### src/crsp_pkg.sv
package crsp_pkg;
    localparam int ADDR_W = 32;
    localparam int DATA_W = 32;
    // Core register window bounds.
    localparam logic [31:0] WIN_LO = 32'hF7E1_0000;
    localparam logic [31:0] WIN_HI = 32'hF7E1_FFFF;
    // Bus acknowledge codes.
    localparam logic [1:0] ACK_NONE = 2'h0;
    localparam logic [1:0] ACK_OK = 2'h1;
    localparam logic [1:0] ACK_RETRY = 2'h2;
    localparam logic [1:0] ACK_ERR = 2'h3;
    typedef enum logic [2:0] {
        S_IDLE = 3'h1,
        S_WAIT = 3'h2,
        S_DONE = 3'h4
    } crsp_state_t;
endpackage

### src/core_register_slave_port.sv
`timescale 1ns/1ps
// What this block does
// - Decodes the core register window, serving every master except the processor.
// - First attempt into the window is answered with retry, freeing the bus.
// - Then injects one pipeline operation performing the read or write.
// - Master repeats; every repeat is retried until the processor returns data.
// - Unimplemented register: processor never acknowledges, so retries continue forever.
module crsp_core_register_slave_port (
    input wire logic clk,
    input wire logic reset_n,
    input wire logic clkEn,
    input wire logic busReq,
    input wire logic busFromCore,
    input wire logic busWrite,
    input wire logic [31:0] busAddr,
    input wire logic [31:0] busWdata,
    output logic [1:0] busAck,
    output logic [31:0] busRdata,
    output logic injValid,
    output logic injWrite,
    output logic [15:0] injAddr,
    output logic [31:0] injWdata,
    input wire logic injReady,
    input wire logic coreDone,
    input wire logic [31:0] coreRdata
);
    logic hit;
    logic take;
    logic sameReq;
    logic injPend_r;
    logic [31:0] addr_r;
    logic write_r;
    logic [31:0] rdata_r;
    logic [1:0] ack_r;
    logic [31:0] busWdataHeld;
    crsp_pkg::crsp_state_t state_r;

    crsp_window_decode uDec (
        .addr(busAddr),
        .fromCore(busFromCore),
        .hit(hit)
    );

    assign take = clkEn && busReq && hit;
    assign sameReq = busAddr == addr_r && busWrite == write_r;

    // A repeat must match address and direction to collect the result.
    // Any other attempt is retried, so it cannot steal a finished operation.
    // Only one operation is outstanding; the cost is that other masters wait.
    // Retry first, retry repeats, then acknowledge.
    always_ff @(posedge clk or negedge reset_n) begin
        if (!reset_n) begin
            state_r <= crsp_pkg::S_IDLE;
            ack_r <= crsp_pkg::ACK_NONE;
            addr_r <= 32'h0000_0000;
            write_r <= 1'b0;
        end else if (clkEn) begin
            ack_r <= crsp_pkg::ACK_NONE;
            case (state_r)
                crsp_pkg::S_IDLE: begin
                    if (take) begin
                        ack_r <= crsp_pkg::ACK_RETRY;
                        addr_r <= busAddr;
                        write_r <= busWrite;
                        state_r <= crsp_pkg::S_WAIT;
                    end
                end
                crsp_pkg::S_WAIT: begin
                    if (take) begin
                        ack_r <= crsp_pkg::ACK_RETRY;
                    end
                    if (coreDone && !injPend_r) begin
                        state_r <= crsp_pkg::S_DONE;
                    end
                end
                crsp_pkg::S_DONE: begin
                    if (take && sameReq) begin
                        ack_r <= crsp_pkg::ACK_OK;
                        state_r <= crsp_pkg::S_IDLE;
                    end else if (take) begin
                        ack_r <= crsp_pkg::ACK_RETRY;
                    end
                end
                default: state_r <= crsp_pkg::S_IDLE;
            endcase
        end
    end

    always_ff @(posedge clk or negedge reset_n) begin
        if (!reset_n) begin
            injPend_r <= 1'b0;
        end else if (clkEn) begin
            if (state_r == crsp_pkg::S_IDLE && take) begin
                injPend_r <= 1'b1;
            end else if (injReady) begin
                injPend_r <= 1'b0;
            end
        end
    end

    // A completion seen while the injection is still pending is ignored.
    // The pipeline cannot have run an operation that it has not yet accepted.
    // Capture read data.
    always_ff @(posedge clk or negedge reset_n) begin
        if (!reset_n) begin
            rdata_r <= 32'h0000_0000;
        end else if (clkEn && state_r == crsp_pkg::S_WAIT && coreDone && !injPend_r) begin
            rdata_r <= write_r ? 32'h0000_0000 : coreRdata;
        end
    end

    assign busAck = ack_r;
    // Read data shows only with the normal acknowledge, so no stale value leaks.
    assign busRdata = (ack_r == crsp_pkg::ACK_OK) ? rdata_r : 32'h0000_0000;
    assign injValid = injPend_r;
    assign injWrite = write_r;
    assign injAddr = addr_r[15:0];
    assign injWdata = busWdataHeld;

    // Write data held.
    // The master may change its data between attempts, so the first one is kept.
    always_ff @(posedge clk or negedge reset_n) begin
        if (!reset_n) begin
            busWdataHeld <= 32'h0000_0000;
        end else if (clkEn && state_r == crsp_pkg::S_IDLE && take) begin
            busWdataHeld <= busWdata;
        end
    end

    a_first_retry: assert property (@(posedge clk) disable iff (!reset_n)
        clkEn && state_r == crsp_pkg::S_IDLE && take |=> busAck == crsp_pkg::ACK_RETRY)
        else $error("first access not retried");

    a_inject_after: assert property (@(posedge clk) disable iff (!reset_n)
        clkEn && state_r == crsp_pkg::S_IDLE && take |=> injValid)
        else $error("no injection after retry");

    a_wait_retry: assert property (@(posedge clk) disable iff (!reset_n)
        clkEn && state_r == crsp_pkg::S_WAIT && take |=> busAck == crsp_pkg::ACK_RETRY)
        else $error("repeat not retried while waiting");

    a_no_early_ok: assert property (@(posedge clk) disable iff (!reset_n)
        busAck == crsp_pkg::ACK_OK |-> $past(state_r) == crsp_pkg::S_DONE)
        else $error("ok without completion");

    a_ok_data: assert property (@(posedge clk) disable iff (!reset_n)
        clkEn && state_r == crsp_pkg::S_DONE && take && sameReq
        |=> busAck == crsp_pkg::ACK_OK && state_r == crsp_pkg::S_IDLE)
        else $error("completed repeat not acknowledged");

    a_core_excluded: assert property (@(posedge clk) disable iff (!reset_n)
        busReq && busFromCore && state_r == crsp_pkg::S_IDLE && clkEn
        |=> busAck == crsp_pkg::ACK_NONE)
        else $error("processor access served");

    a_outside_window: assert property (@(posedge clk) disable iff (!reset_n)
        clkEn && busReq && busAddr < crsp_pkg::WIN_LO |=> busAck == crsp_pkg::ACK_NONE)
        else $error("outside window answered");

    a_freeze: assert property (@(posedge clk) disable iff (!reset_n)
        !clkEn |=> $stable(state_r))
        else $error("state moved while disabled");

    a_inject_held: assert property (@(posedge clk) disable iff (!reset_n)
        injValid && !injReady |=> injValid && $stable(injAddr) && $stable(injWdata))
        else $error("injection changed before acceptance");

    a_single_inject: assert property (@(posedge clk) disable iff (!reset_n)
        clkEn && injValid && injReady |=> !injValid)
        else $error("injection repeated after acceptance");

    a_wait_no_ok: assert property (@(posedge clk) disable iff (!reset_n)
        state_r == crsp_pkg::S_WAIT |=> busAck != crsp_pkg::ACK_OK)
        else $error("ok while operation outstanding");

    a_reserved_wait: assert property (@(posedge clk) disable iff (!reset_n)
        state_r == crsp_pkg::S_WAIT && !coreDone |=> state_r == crsp_pkg::S_WAIT)
        else $error("left wait without completion");

    a_ok_to_idle: assert property (@(posedge clk) disable iff (!reset_n)
        busAck == crsp_pkg::ACK_OK |-> state_r == crsp_pkg::S_IDLE)
        else $error("ok given but operation kept");

    a_rdata_quiet: assert property (@(posedge clk) disable iff (!reset_n)
        busAck != crsp_pkg::ACK_OK |-> busRdata == 32'h0000_0000)
        else $error("read data shown without ok");

    a_ack_needs_take: assert property (@(posedge clk) disable iff (!reset_n)
        $past(clkEn) && busAck != crsp_pkg::ACK_NONE |-> $past(take))
        else $error("answer without attempt");

    a_no_error: assert property (@(posedge clk) disable iff (!reset_n)
        busAck != crsp_pkg::ACK_ERR)
        else $error("error acknowledge given");

    a_done_hold: assert property (@(posedge clk) disable iff (!reset_n)
        clkEn && state_r == crsp_pkg::S_DONE && !take |=> state_r == crsp_pkg::S_DONE)
        else $error("finished result dropped");

    c_retry: cover property (@(posedge clk) busAck == crsp_pkg::ACK_RETRY);
    c_ok: cover property (@(posedge clk) busAck == crsp_pkg::ACK_OK);
    c_inject: cover property (@(posedge clk) injValid && injReady);
    c_done: cover property (@(posedge clk) state_r == crsp_pkg::S_DONE);
    c_freeze: cover property (@(posedge clk) !clkEn && busReq);
endmodule

### src/crsp_window_decode.sv
`timescale 1ns/1ps
module crsp_window_decode (
    input wire logic [31:0] addr,
    input wire logic fromCore,
    output logic hit
);
    assign hit = !fromCore && addr >= crsp_pkg::WIN_LO && addr <= crsp_pkg::WIN_HI;
endmodule

### config.mk
export PLATFORM = sky130hd
export DESIGN_NAME = crsp_core_register_slave_port
export DESIGN_NICKNAME = d
export VERILOG_FILES = /design/src/crsp_pkg.sv /design/src/core_register_slave_port.sv /design/src/crsp_window_decode.sv
export SDC_FILE = /design/constraint.sdc
export NUM_CORES = 1
export LEC_CHECK = 0
export ABC_CLOCK_PERIOD_IN_PS = 6100
export BUFFER_PORTS_ARGS = -buffer_cell sky130_fd_sc_hd__buf_2
export CAP_MARGIN = 20
export CORE_ASPECT_RATIO = 2
export CORE_MARGIN = 1.5
export CORE_UTILIZATION = 53
export DETAILED_ROUTE_END_ITERATION = 6
export PLACE_DENSITY_LB_ADDON = 0.25
export SLEW_MARGIN = 20
export SYNTH_ARGS = -nofsm -noshare
export SYNTH_HDL_FRONTEND = slang
export SYNTH_SLANG_ARGS = --single-unit
export TNS_END_PERCENT = 1
### constraint.sdc
create_clock -name clk -period 6.1 [get_ports clk]
set_clock_uncertainty 0.1 [all_clocks]
set_input_delay 0.305 -clock clk [delete_from_list [all_inputs] [get_ports clk]]
set_output_delay 0.305 -clock clk [all_outputs]
set_load 0.02 [all_outputs]
==> results of run 1 <==
-- layout by cell type, fill, tap and decap left out, types with 2 or more instances in the layout --
cell type / instances
nor3_1: 3
nand2_1: 36
clkinvlp_4: 2
buf_2: 186
clkinv_4: 2
nor2b_1: 3
buf_4: 3
clkbuf_16: 9
nor4_1: 8
nand3_1: 3
nand2b_1: 44
mux2_4: 23
nand4b_1: 2
nor2_1: 2
inv_1: 3
xnor2_1: 2
o21ai_0: 32
nand4_1: 3
xor2_1: 32
nor3b_1: 2
and2_1: 37
mux2_2: 26
dfrtp_1: 102
-- worst min-delay path by stage --
stage / from / to / slack, ns / cells past startpoint
finish: busWdata[19] / injWdata[19] / 0.09 / 2
global route: busWdata[19] / injWdata[19] / 0.08 / 2
CTS: busWdata[19] / injWdata[19] / 0.08 / 2
detailed placement: reset_n / rdata_r[18] / 0.15 / 1
global placement: reset_n / rdata_r[18] / 0.14 / 1
floorplan: reset_n / addr_r[0] / -0.09 / 0
-- sequential cells by signal, indices dropped and copies added, names as in the netlist --
name,flops
addr_r,32
busAck,2
injValid,1
injWdata,32
injWrite,1
rdata_r,32
state_r,3
-- per-layer routing --
layer	vias to the layer above	routed length (um)
met5	-	0
met4	0	323
met3	22	475
met2	114	5630
met1	1670	3990
li1	1686	-
-- layout make-up --
| class | instances | share of cell area |
|---|---|---|
| inverter | 3 | 0.00189 |
| sequential | 103 | 0.432 |
| timing repair buffer | 190 | 0.161 |
| clock buffer | 9 | 0.0377 |
| multi-input combinational | 272 | 0.336 |
| tap | 102 | 0.0214 |
| clock inverter | 7 | 0.00964 |
-- through the flow --
step	hold slack [ns]	worst slack, ns	instances
global route	0.0760	3.25	686
CTS	0.0767	3.46	686
finish	0.0890	3.40	686
detailed placement	0.146	3.48	669
floorplan	-0.0906	4.12	416
global placement	0.141	3.60	669
-- cells by family after synthesis --
logic type             share of synthesized area
buffers and inverters                     0.0518
multiplexers                               0.132
XOR/XNOR                                  0.0616
AND/OR/NAND/NOR                            0.174
flip-flops                                 0.534
AO/OA/AOI/OAI                             0.0471
-- power by group --
group	internal (mW)	total, mW	switching, mW
Clock	0.282	0.539	0.257
Sequential	0.697	0.704	0.00631
Combinational	0.0389	0.0818	0.0429
==> flow_summary.toml, run 1 <==
[status]
status = "complete, no violations"

[yosys]
netlist_instances = 416
synth-async-reset-ratio = 1.00
ys_ff_latch = 103
synth_nets = 520
synth_top_area_cell = "dfrtp_1"
synthFlopType = "dfrtp_1"
ys_seq_area_frac = 0.534
yosysWarnings = 0
synth.cell_area_mm2 = 0.00483
synth_edf_count = 0
yosysMostFrequentCell = "dfrtp_1"
synth_common_cells = "102 x dfrtp_1, 44 x nand2b_1, 37 x and2_1, 37 x nand2_1"
ys_top_cells_by_area = "dfrtp_1 53%, mux2_4 7.1%, mux2_2 6.1%"
avgSynthCellArea_um2 = 11.6
synth_top_area_share = 0.528
synth.distinct_cells = 36

[timing]
max-slew-margin-rel = 0.366
tns_ns = 0
grt_setup_unrepaired = "false"
setup_violations = 0
final.period_utilization = 0.443
timing.fmax_ghz = 0.370
tightest_slew_ns = 0.947
hold_viol = 0
drv_slew = 0
min_period_ns = 2.70

[floorplanning]
die_h_um = 138
die_w_um = 70.5
dieArea_mm2 = 0.00973
rows = 49
start_util = 0.540
coreArea_mm2 = 0.00895
ios = 188

[cells_and_area]
syn2layout_area_growth_pct = 23.5
layout-drive-gt1-share = 0.443
multiInputGateArea_mm2 = 0.00200
diodes = 0
ff_latch_area_mm2 = 0.00258
utilization = 0.667
final_area_mm2 = 0.00597
nNetsFinal = 683
fillCellCount = 735

[worst_setup_path]
max_stage_delay_ns = 0.92
cp-start-kind = "flip-flop"
cp-end-kind = "flip-flop"
crit_arrival_ns = 2.76
cp_top_family = "simple AND/OR/NAND/NOR gates"
worstSetupStartpoint = "injWrite"
criticalPathCategory = "flip-flop to flip-flop"
critical_path_buf_inv_count = 0
worstPathCellList = "xor2_1 > nor4_1 > nand4_1 > nor4_1 > o221ai_1"
path_depth = 5
required_ns = 6.16
crit_end = "state_r[2]"
r2r_slack_ns = 3.40
rr_worst_depth = 5
r2r-start = "injWrite"
slowest_stage = "dfrtp_1"
cpMostUsedCell = "nor4_1"
crit_fanout = 35
worstReg2RegEnd = "state_r[2]"

[detailed_routing]
wl_per_cell_um = 15.2
via_count = 3492
drt-vias-per-instance = 5.09
drt_iter0_drc = 157
route.detailed.drc = 0
wirelength_um = 10400
drt_first_pass_iters = 4
ant_nets = 0

[placement]
dp_hpwl_um = 7700
port_buffers = 187
place_area_mm2 = 0.00568
place.gp.congestion = 0.818

[global_routing]
grt_first_pass_wirelength_um = 17100
grt_max_degree = 76
gr-max-usage-layer = "met2"
antenna_found_initial = 0
grt_util_all_layers = 0.220
grt_pass1_vias = 3637
gr-usage-met2 = 0.381
overflow = 0
use_met3 = 0.0372
use_met1 = 0.261

[clock_tree]
cts_tree = "done"
htreeDepth = 3
cts.repair.resized = 0
clock_latency_ns = 0.34
cts_hold_buf = 1
path_clk_slew_ns = 0.07
post_cts_buffers = 0
ctsLongestPathBuffers = 2
clock-sinks = 103
cts-root-buf = "clkbuf_16"
cts_buffers = 9

[power_and_ir_drop]
power.leakage_nw = 3.47
p_per_area_mw_per_mm2 = 222
ir_drop_v = 0.000165
power_mw = 1.32

[min_path]
hold_path_class = "primary input to flip-flop"

[job]
drv_cap = 0
Power figures use the tool's default switching activity.
==> run 2: changes to the inputs <==
ABC_CLOCK_PERIOD_IN_PS = 2600   (was 6100)
CORE_UTILIZATION = 49   (was 53)
clock period = 2.6 ns   (was 6.1 ns; I/O delays follow)
==> run 2 against run 1 <==
Clock power increased by 140%. Cell count up 17%. Register-to-register slack got worse by 3.1 ns. Hold slack lost 0.058 ns. Design area increased by 15%. Core utilization up 4.6 points. Highest routed layer unchanged. Via count is 12% higher. Count of clock-buffer cells in the layout is the same. Total power increased by 140%.
==> flow_summary.toml, run 2 (synthesis gave the netlist of run 1 again) <==
[detailed_routing]
drt_first_pass_iters = 5
wl_per_cell_um = 15.5
ant_nets = 0
route.detailed.drc = 0
via_count = 3924
drt-vias-per-instance = 4.89
wirelength_um = 12500
drt_iter0_drc = 189

[worst_setup_path]
worstPathCellList = "dlygate4sd3_1 > buf_2 > xor2_1 > nor4_1 > nand4_1 > nor4_1 > o221ai_1"
rr_worst_depth = 5
criticalPathCategory = "primary input to flip-flop"
max_stage_delay_ns = 0.58
cpMostUsedCell = "nor4_1"
r2r-start = "addr_r[15]"
r2r_slack_ns = 0.33
crit_arrival_ns = 2.42
crit_fanout = 3
cp-start-kind = "primary input"
required_ns = 2.69
cp_top_family = "simple AND/OR/NAND/NOR gates"
slowest_stage = "nor4_1"
worstReg2RegEnd = "state_r[2]"
cp-end-kind = "flip-flop"
critical_path_buf_inv_count = 2

[global_routing]
antenna_found_initial = 1
gr-usage-met2 = 0.417
grt_pass1_vias = 3948
gr-max-usage-layer = "met2"
grt_first_pass_wirelength_um = 18800
overflow = 0
grt_util_all_layers = 0.234
grt_max_degree = 67
use_met3 = 0.0351
use_met1 = 0.255

[timing]
timing.fmax_ghz = 0.429
max-slew-margin-rel = 0.354
grt_setup_unrepaired = "false"
setup_violations = 0
min_period_ns = 2.33
tns_ns = 0
hold_viol = 0
tightest_slew_ns = 0.969
worst_slack_ns = 0.268
final.period_utilization = 0.897
drv_slew = 0

[cells_and_area]
final_area_mm2 = 0.00687
ff_latch_area_mm2 = 0.00258
layout-drive-gt1-share = 0.392
syn2layout_area_growth_pct = 42.1
multiInputGateArea_mm2 = 0.00200
nNetsFinal = 768
layout_common_cells = "186 x buf_2, 102 x dfrtp_1, 83 x dlygate4sd3_1, 44 x nand2b_1, 37 x and2_1"
fillCellCount = 669
layout_commonest_cell = "buf_2"

[floorplanning]
start_util = 0.501
die_w_um = 73.2
dieArea_mm2 = 0.0105
rows = 51
die_h_um = 143
ios = 188
coreArea_mm2 = 0.00964

[clock_tree]
cts_hold_buf = 83
clock-sinks = 103
ctsLongestPathBuffers = 2
cts.repair.resized = 0
clock_latency_ns = 0.34
path_clk_slew_ns = 0.07
post_cts_buffers = 0
htreeDepth = 3
cts_buffers = 9
cts_tree = "done"
cts-root-buf = "clkbuf_16"

[job]
drv_cap = 0

[status]
status = "complete, no violations"

[placement]
place_area_mm2 = 0.00575
dp_hpwl_um = 8480
dp_slack_ns = 0.344
port_buffers = 187
place.gp.congestion = 0.806

[power_and_ir_drop]
ir_drop_v = 0.000431
p_per_area_mw_per_mm2 = 470
power.leakage_nw = 3.84

[min_path]
worstHoldPathCells = 2
hold_start = "clkEn"
min_to = "state_r[1]"
hold_path_class = "primary input to flip-flop"
-- run 2: cell types whose count changed in the layout (fill, tap and decap cells not counted), sizes merged --
cell | previous run | this run
buf | 189 | 192
clkinv | 3 | 4
clkinvlp | 2 | 0
diode | 0 | 2
dlygate4sd3 | 1 | 83
inv | 5 | 6
-- run 2: per-layer routing --
layer  up-vias  wire length, um
li1       1864                -
met1      1869             4570
met2       149             6840
met3        42              510
met4         0              550
met5         -                0
-- run 2: layout make-up --
type | count | area share
flip-flops and latches | 103 | 0.376
clock buffers | 9 | 0.0328
clock inverters | 7 | 0.00820
inverters | 3 | 0.00164
well taps | 132 | 0.0241
diodes | 2 | 0.000729
multi-input cells | 272 | 0.292
repair buffers | 275 | 0.265
-- run 2: worst max-delay path by stage --
stage,start,endpoint,slack (ns),cells after the start
2_1_floorplan,state_r[0],injWdata[10],0.62,6
4_1_cts,busAddr[15],state_r[2],0.29,7
3_3_place_gp,addr_r[15],state_r[2],0.45,5
6_report,busAddr[15],state_r[2],0.27,7
3_5_place_dp,addr_r[15],state_r[2],0.34,5
5_1_grt,busAddr[15],state_r[2],0.12,7
-- run 2: stage by stage --
step	utilization	cells	total power, mW	hold WS [ns]
floorplan	-	416	1.74	-0.266
global placement	0.597	702	1.87	0.0421
detailed placement	0.597	702	1.88	0.0538
CTS	0.712	801	3.26	0.0216
global route	0.712	802	3.34	0.0420
finish	0.713	803	3.23	0.0310
-- run 2: where the power goes --
group	switching, mW	internal [mW]
Sequential	0.0152	1.64
Clock	0.613	0.663
Combinational	0.125	0.175
==> run 3: changes to the inputs <==
ABC_AREA = 1   (was not set)
==> run 3 against run 2 <==
Total power grew 27%. Fmax grew 3.0%. Hold slack gained 0.074 ns. Largest cell class unchanged.
==> flow_summary.toml, run 3 <==
[floorplanning]
die_w_um = 74.0
ios = 188
dieArea_mm2 = 0.0107
start_util = 0.506
die_h_um = 145
coreArea_mm2 = 0.00976
rows = 51

[detailed_routing]
via_count = 4870
drt-vias-per-instance = 4.77
route.detailed.drc = 0
ant_nets = 0
drt_first_pass_iters = 4
drt_iter0_drc = 313
wl_per_cell_um = 13.1
wirelength_um = 13400

[global_routing]
overflow = 0
grt_util_all_layers = 0.260
antenna_found_initial = 0
grt_max_degree = 58
grt_first_pass_wirelength_um = 21900
grt_pass1_vias = 4884

[yosys]
synth.cell_area_mm2 = 0.00494
synth_nets = 743
synth_top_area_share = 0.516
ys_top_cells_by_area = "dfrtp_1 52%, nand2_1 17%, inv_1 7.1%"
synth_top_area_cell = "dfrtp_1"
synthFlopType = "dfrtp_1"
netlist_instances = 639
avgSynthCellArea_um2 = 7.73
ys_ff_latch = 103
synth.distinct_cells = 24
yosysWarnings = 0
yosysMostFrequentCell = "nand2_1"
synth_edf_count = 0
synth-async-reset-ratio = 1.00
ys_seq_area_frac = 0.522
synth_common_cells = "230 x nand2_1, 102 x dfrtp_1, 94 x inv_1"

[cells_and_area]
diodes = 0
syn2layout_area_growth_pct = 41.2
layout-drive-gt1-share = 0.254
fillCellCount = 740
utilization = 0.715
nNetsFinal = 989
layout_common_cells = "230 x nand2_1, 186 x buf_2, 102 x dfrtp_1, 94 x inv_1, 84 x dlygate4sd3_1"
final_area_mm2 = 0.00698
layout_commonest_cell = "nand2_1"

[clock_tree]
clock_latency_ns = 0.35
cts_buffers = 9
clock-sinks = 103
cts-root-buf = "clkbuf_16"
htreeDepth = 3
cts.repair.resized = 0
path_clk_slew_ns = 0.07
post_cts_buffers = 0
cts_tree = "done"
ctsLongestPathBuffers = 2

[worst_setup_path]
crit_arrival_ns = 2.39
required_ns = 2.73
cp-end-kind = "flip-flop"
critical_path_buf_inv_count = 4
worstPathCellList = "dlygate4sd3_1 > buf_2 > inv_2 > nor3_2 > nand4_1 > nor2_2 > nand2_2 > clkinv_4 > or2_2"
slowest_stage = "dlygate4sd3_1"
max_stage_delay_ns = 0.54
criticalPathCategory = "primary input to flip-flop"
cp-start-kind = "primary input"
crit_fanout = 42
cp_top_family = "buffers and inverters"

[status]
status = "complete, no violations"

[timing]
timing.fmax_ghz = 0.442
max-slew-margin-rel = 0.586
hold_viol = 0
grt_setup_unrepaired = "false"
setup_violations = 0
tightest_slew_ns = 0.620
min_period_ns = 2.26
tns_ns = 0
final.period_utilization = 0.871
drv_slew = 0
worst_slack_ns = 0.335

[power_and_ir_drop]
ir_drop_v = 0.000397
power_mw = 4.11
p_per_area_mw_per_mm2 = 589
power.leakage_nw = 4.01

[min_path]
hold_path_class = "primary input to flip-flop"

[placement]
place.gp.congestion = 0.803
port_buffers = 187
dp_hpwl_um = 8750
dp_slack_ns = 0.475
place_area_mm2 = 0.00582

[job]
drv_cap = 0
==> run 3: cell count changes after synthesis, moves of 5 or more <==
cell / previous run / this run
and2_1: 37 / 0
nor2_1: 2 / 57
inv_1: 3 / 94
nand2_1: 37 / 230
o21ai_0: 32 / 41
o21ai_2: 0 / 5
nor4_1: 8 / 0
mux2_2: 26 / 0
buf_6: 4 / 10
nand3_1: 3 / 39
xor2_1: 32 / 2
nand2b_1: 44 / 0
mux2_4: 23 / 0
==> run 3: what timing repair did <==
action,CTS,global route
hold buffers,84,0
hold endpoints to repair,129,0
setup endpoints to repair,0,0
==> run 3: final cells by class <==
| cell class | count | area [um^2] | share of cell area |
|---|---|---|---|
| Multi-Input combinational cell | 398 | 1710 | 0.244 |
| Inverter | 96 | 365 | 0.0523 |
| Timing Repair Buffer | 277 | 1850 | 0.265 |
| Sequential cell | 103 | 2580 | 0.369 |
| Tap cell | 132 | 165 | 0.0237 |
| Clock buffer | 11 | 253 | 0.0362 |
| Clock inverter | 5 | 62.6 | 0.00896 |
==> run 3: final timing paths <==
kind	from	to	slack (ns)	cells after the start
worst max-delay path	clkEn	addr_r[24]	0.34	9
worst min-delay path	busFromCore	busAck[1]	0.10	6
worst max register to register	state_r[2]	addr_r[24]	0.47	6
worst min register to register	injWdata[11]	injWdata[11]	0.38	2
max in group asynchronous	reset_n	state_r[0]	1.40	3
min in group asynchronous	reset_n	rdata_r[5]	0.23	2
==> run 3: tightest hold or removal path: stages <==
cell and delay (ns):
buf_2 0.08, nor3_1 0.05, nand4_1 0.08, nor2_2 0.06, nand2_1 0.07, nand2_1 0.04
==> run 3: logic make-up (layout without fill, tap and decap cells) <==
kind of cell | after synthesis | in the layout | synth area share
compound gates | 49 | 49 | 0.0537
buf+inv | 138 | 389 | 0.134
xor+xnor | 6 | 6 | 0.0106
simple gates | 343 | 343 | 0.279
flops | 103 | 103 | 0.522
==> run 3: power by group <==
| group | leakage, nW | internal [mW] | total (mW) | switching, mW |
|---|---|---|---|---|
| sequential | 1.30 | 1.88 | 1.96 | 0.0860 |
| combinational | 2.56 | 0.309 | 0.737 | 0.428 |
| clock | 0.149 | 0.806 | 1.41 | 0.601 |
| total | 4.01 | 2.99 | 4.11 | 1.12 |
==> run 3: per-stage QoR <==
step / hold WS, ns / cells
2_1_floorplan: -0.266 / 639
3_3_place_gp: 0.0834 / 922
3_5_place_dp: 0.0957 / 922
4_1_cts: 0.100 / 1022
5_1_grt: 0.124 / 1022
6_report: 0.105 / 1022
==> run 3: routing by layer <==
layer  vias up  GRT usage  share of wire
li1       2389          -              -
met1      2251      0.291           0.37
met2       198      0.458           0.54
met3        32     0.0507          0.065
met4         0      0.110          0.029
met5         -          0              0
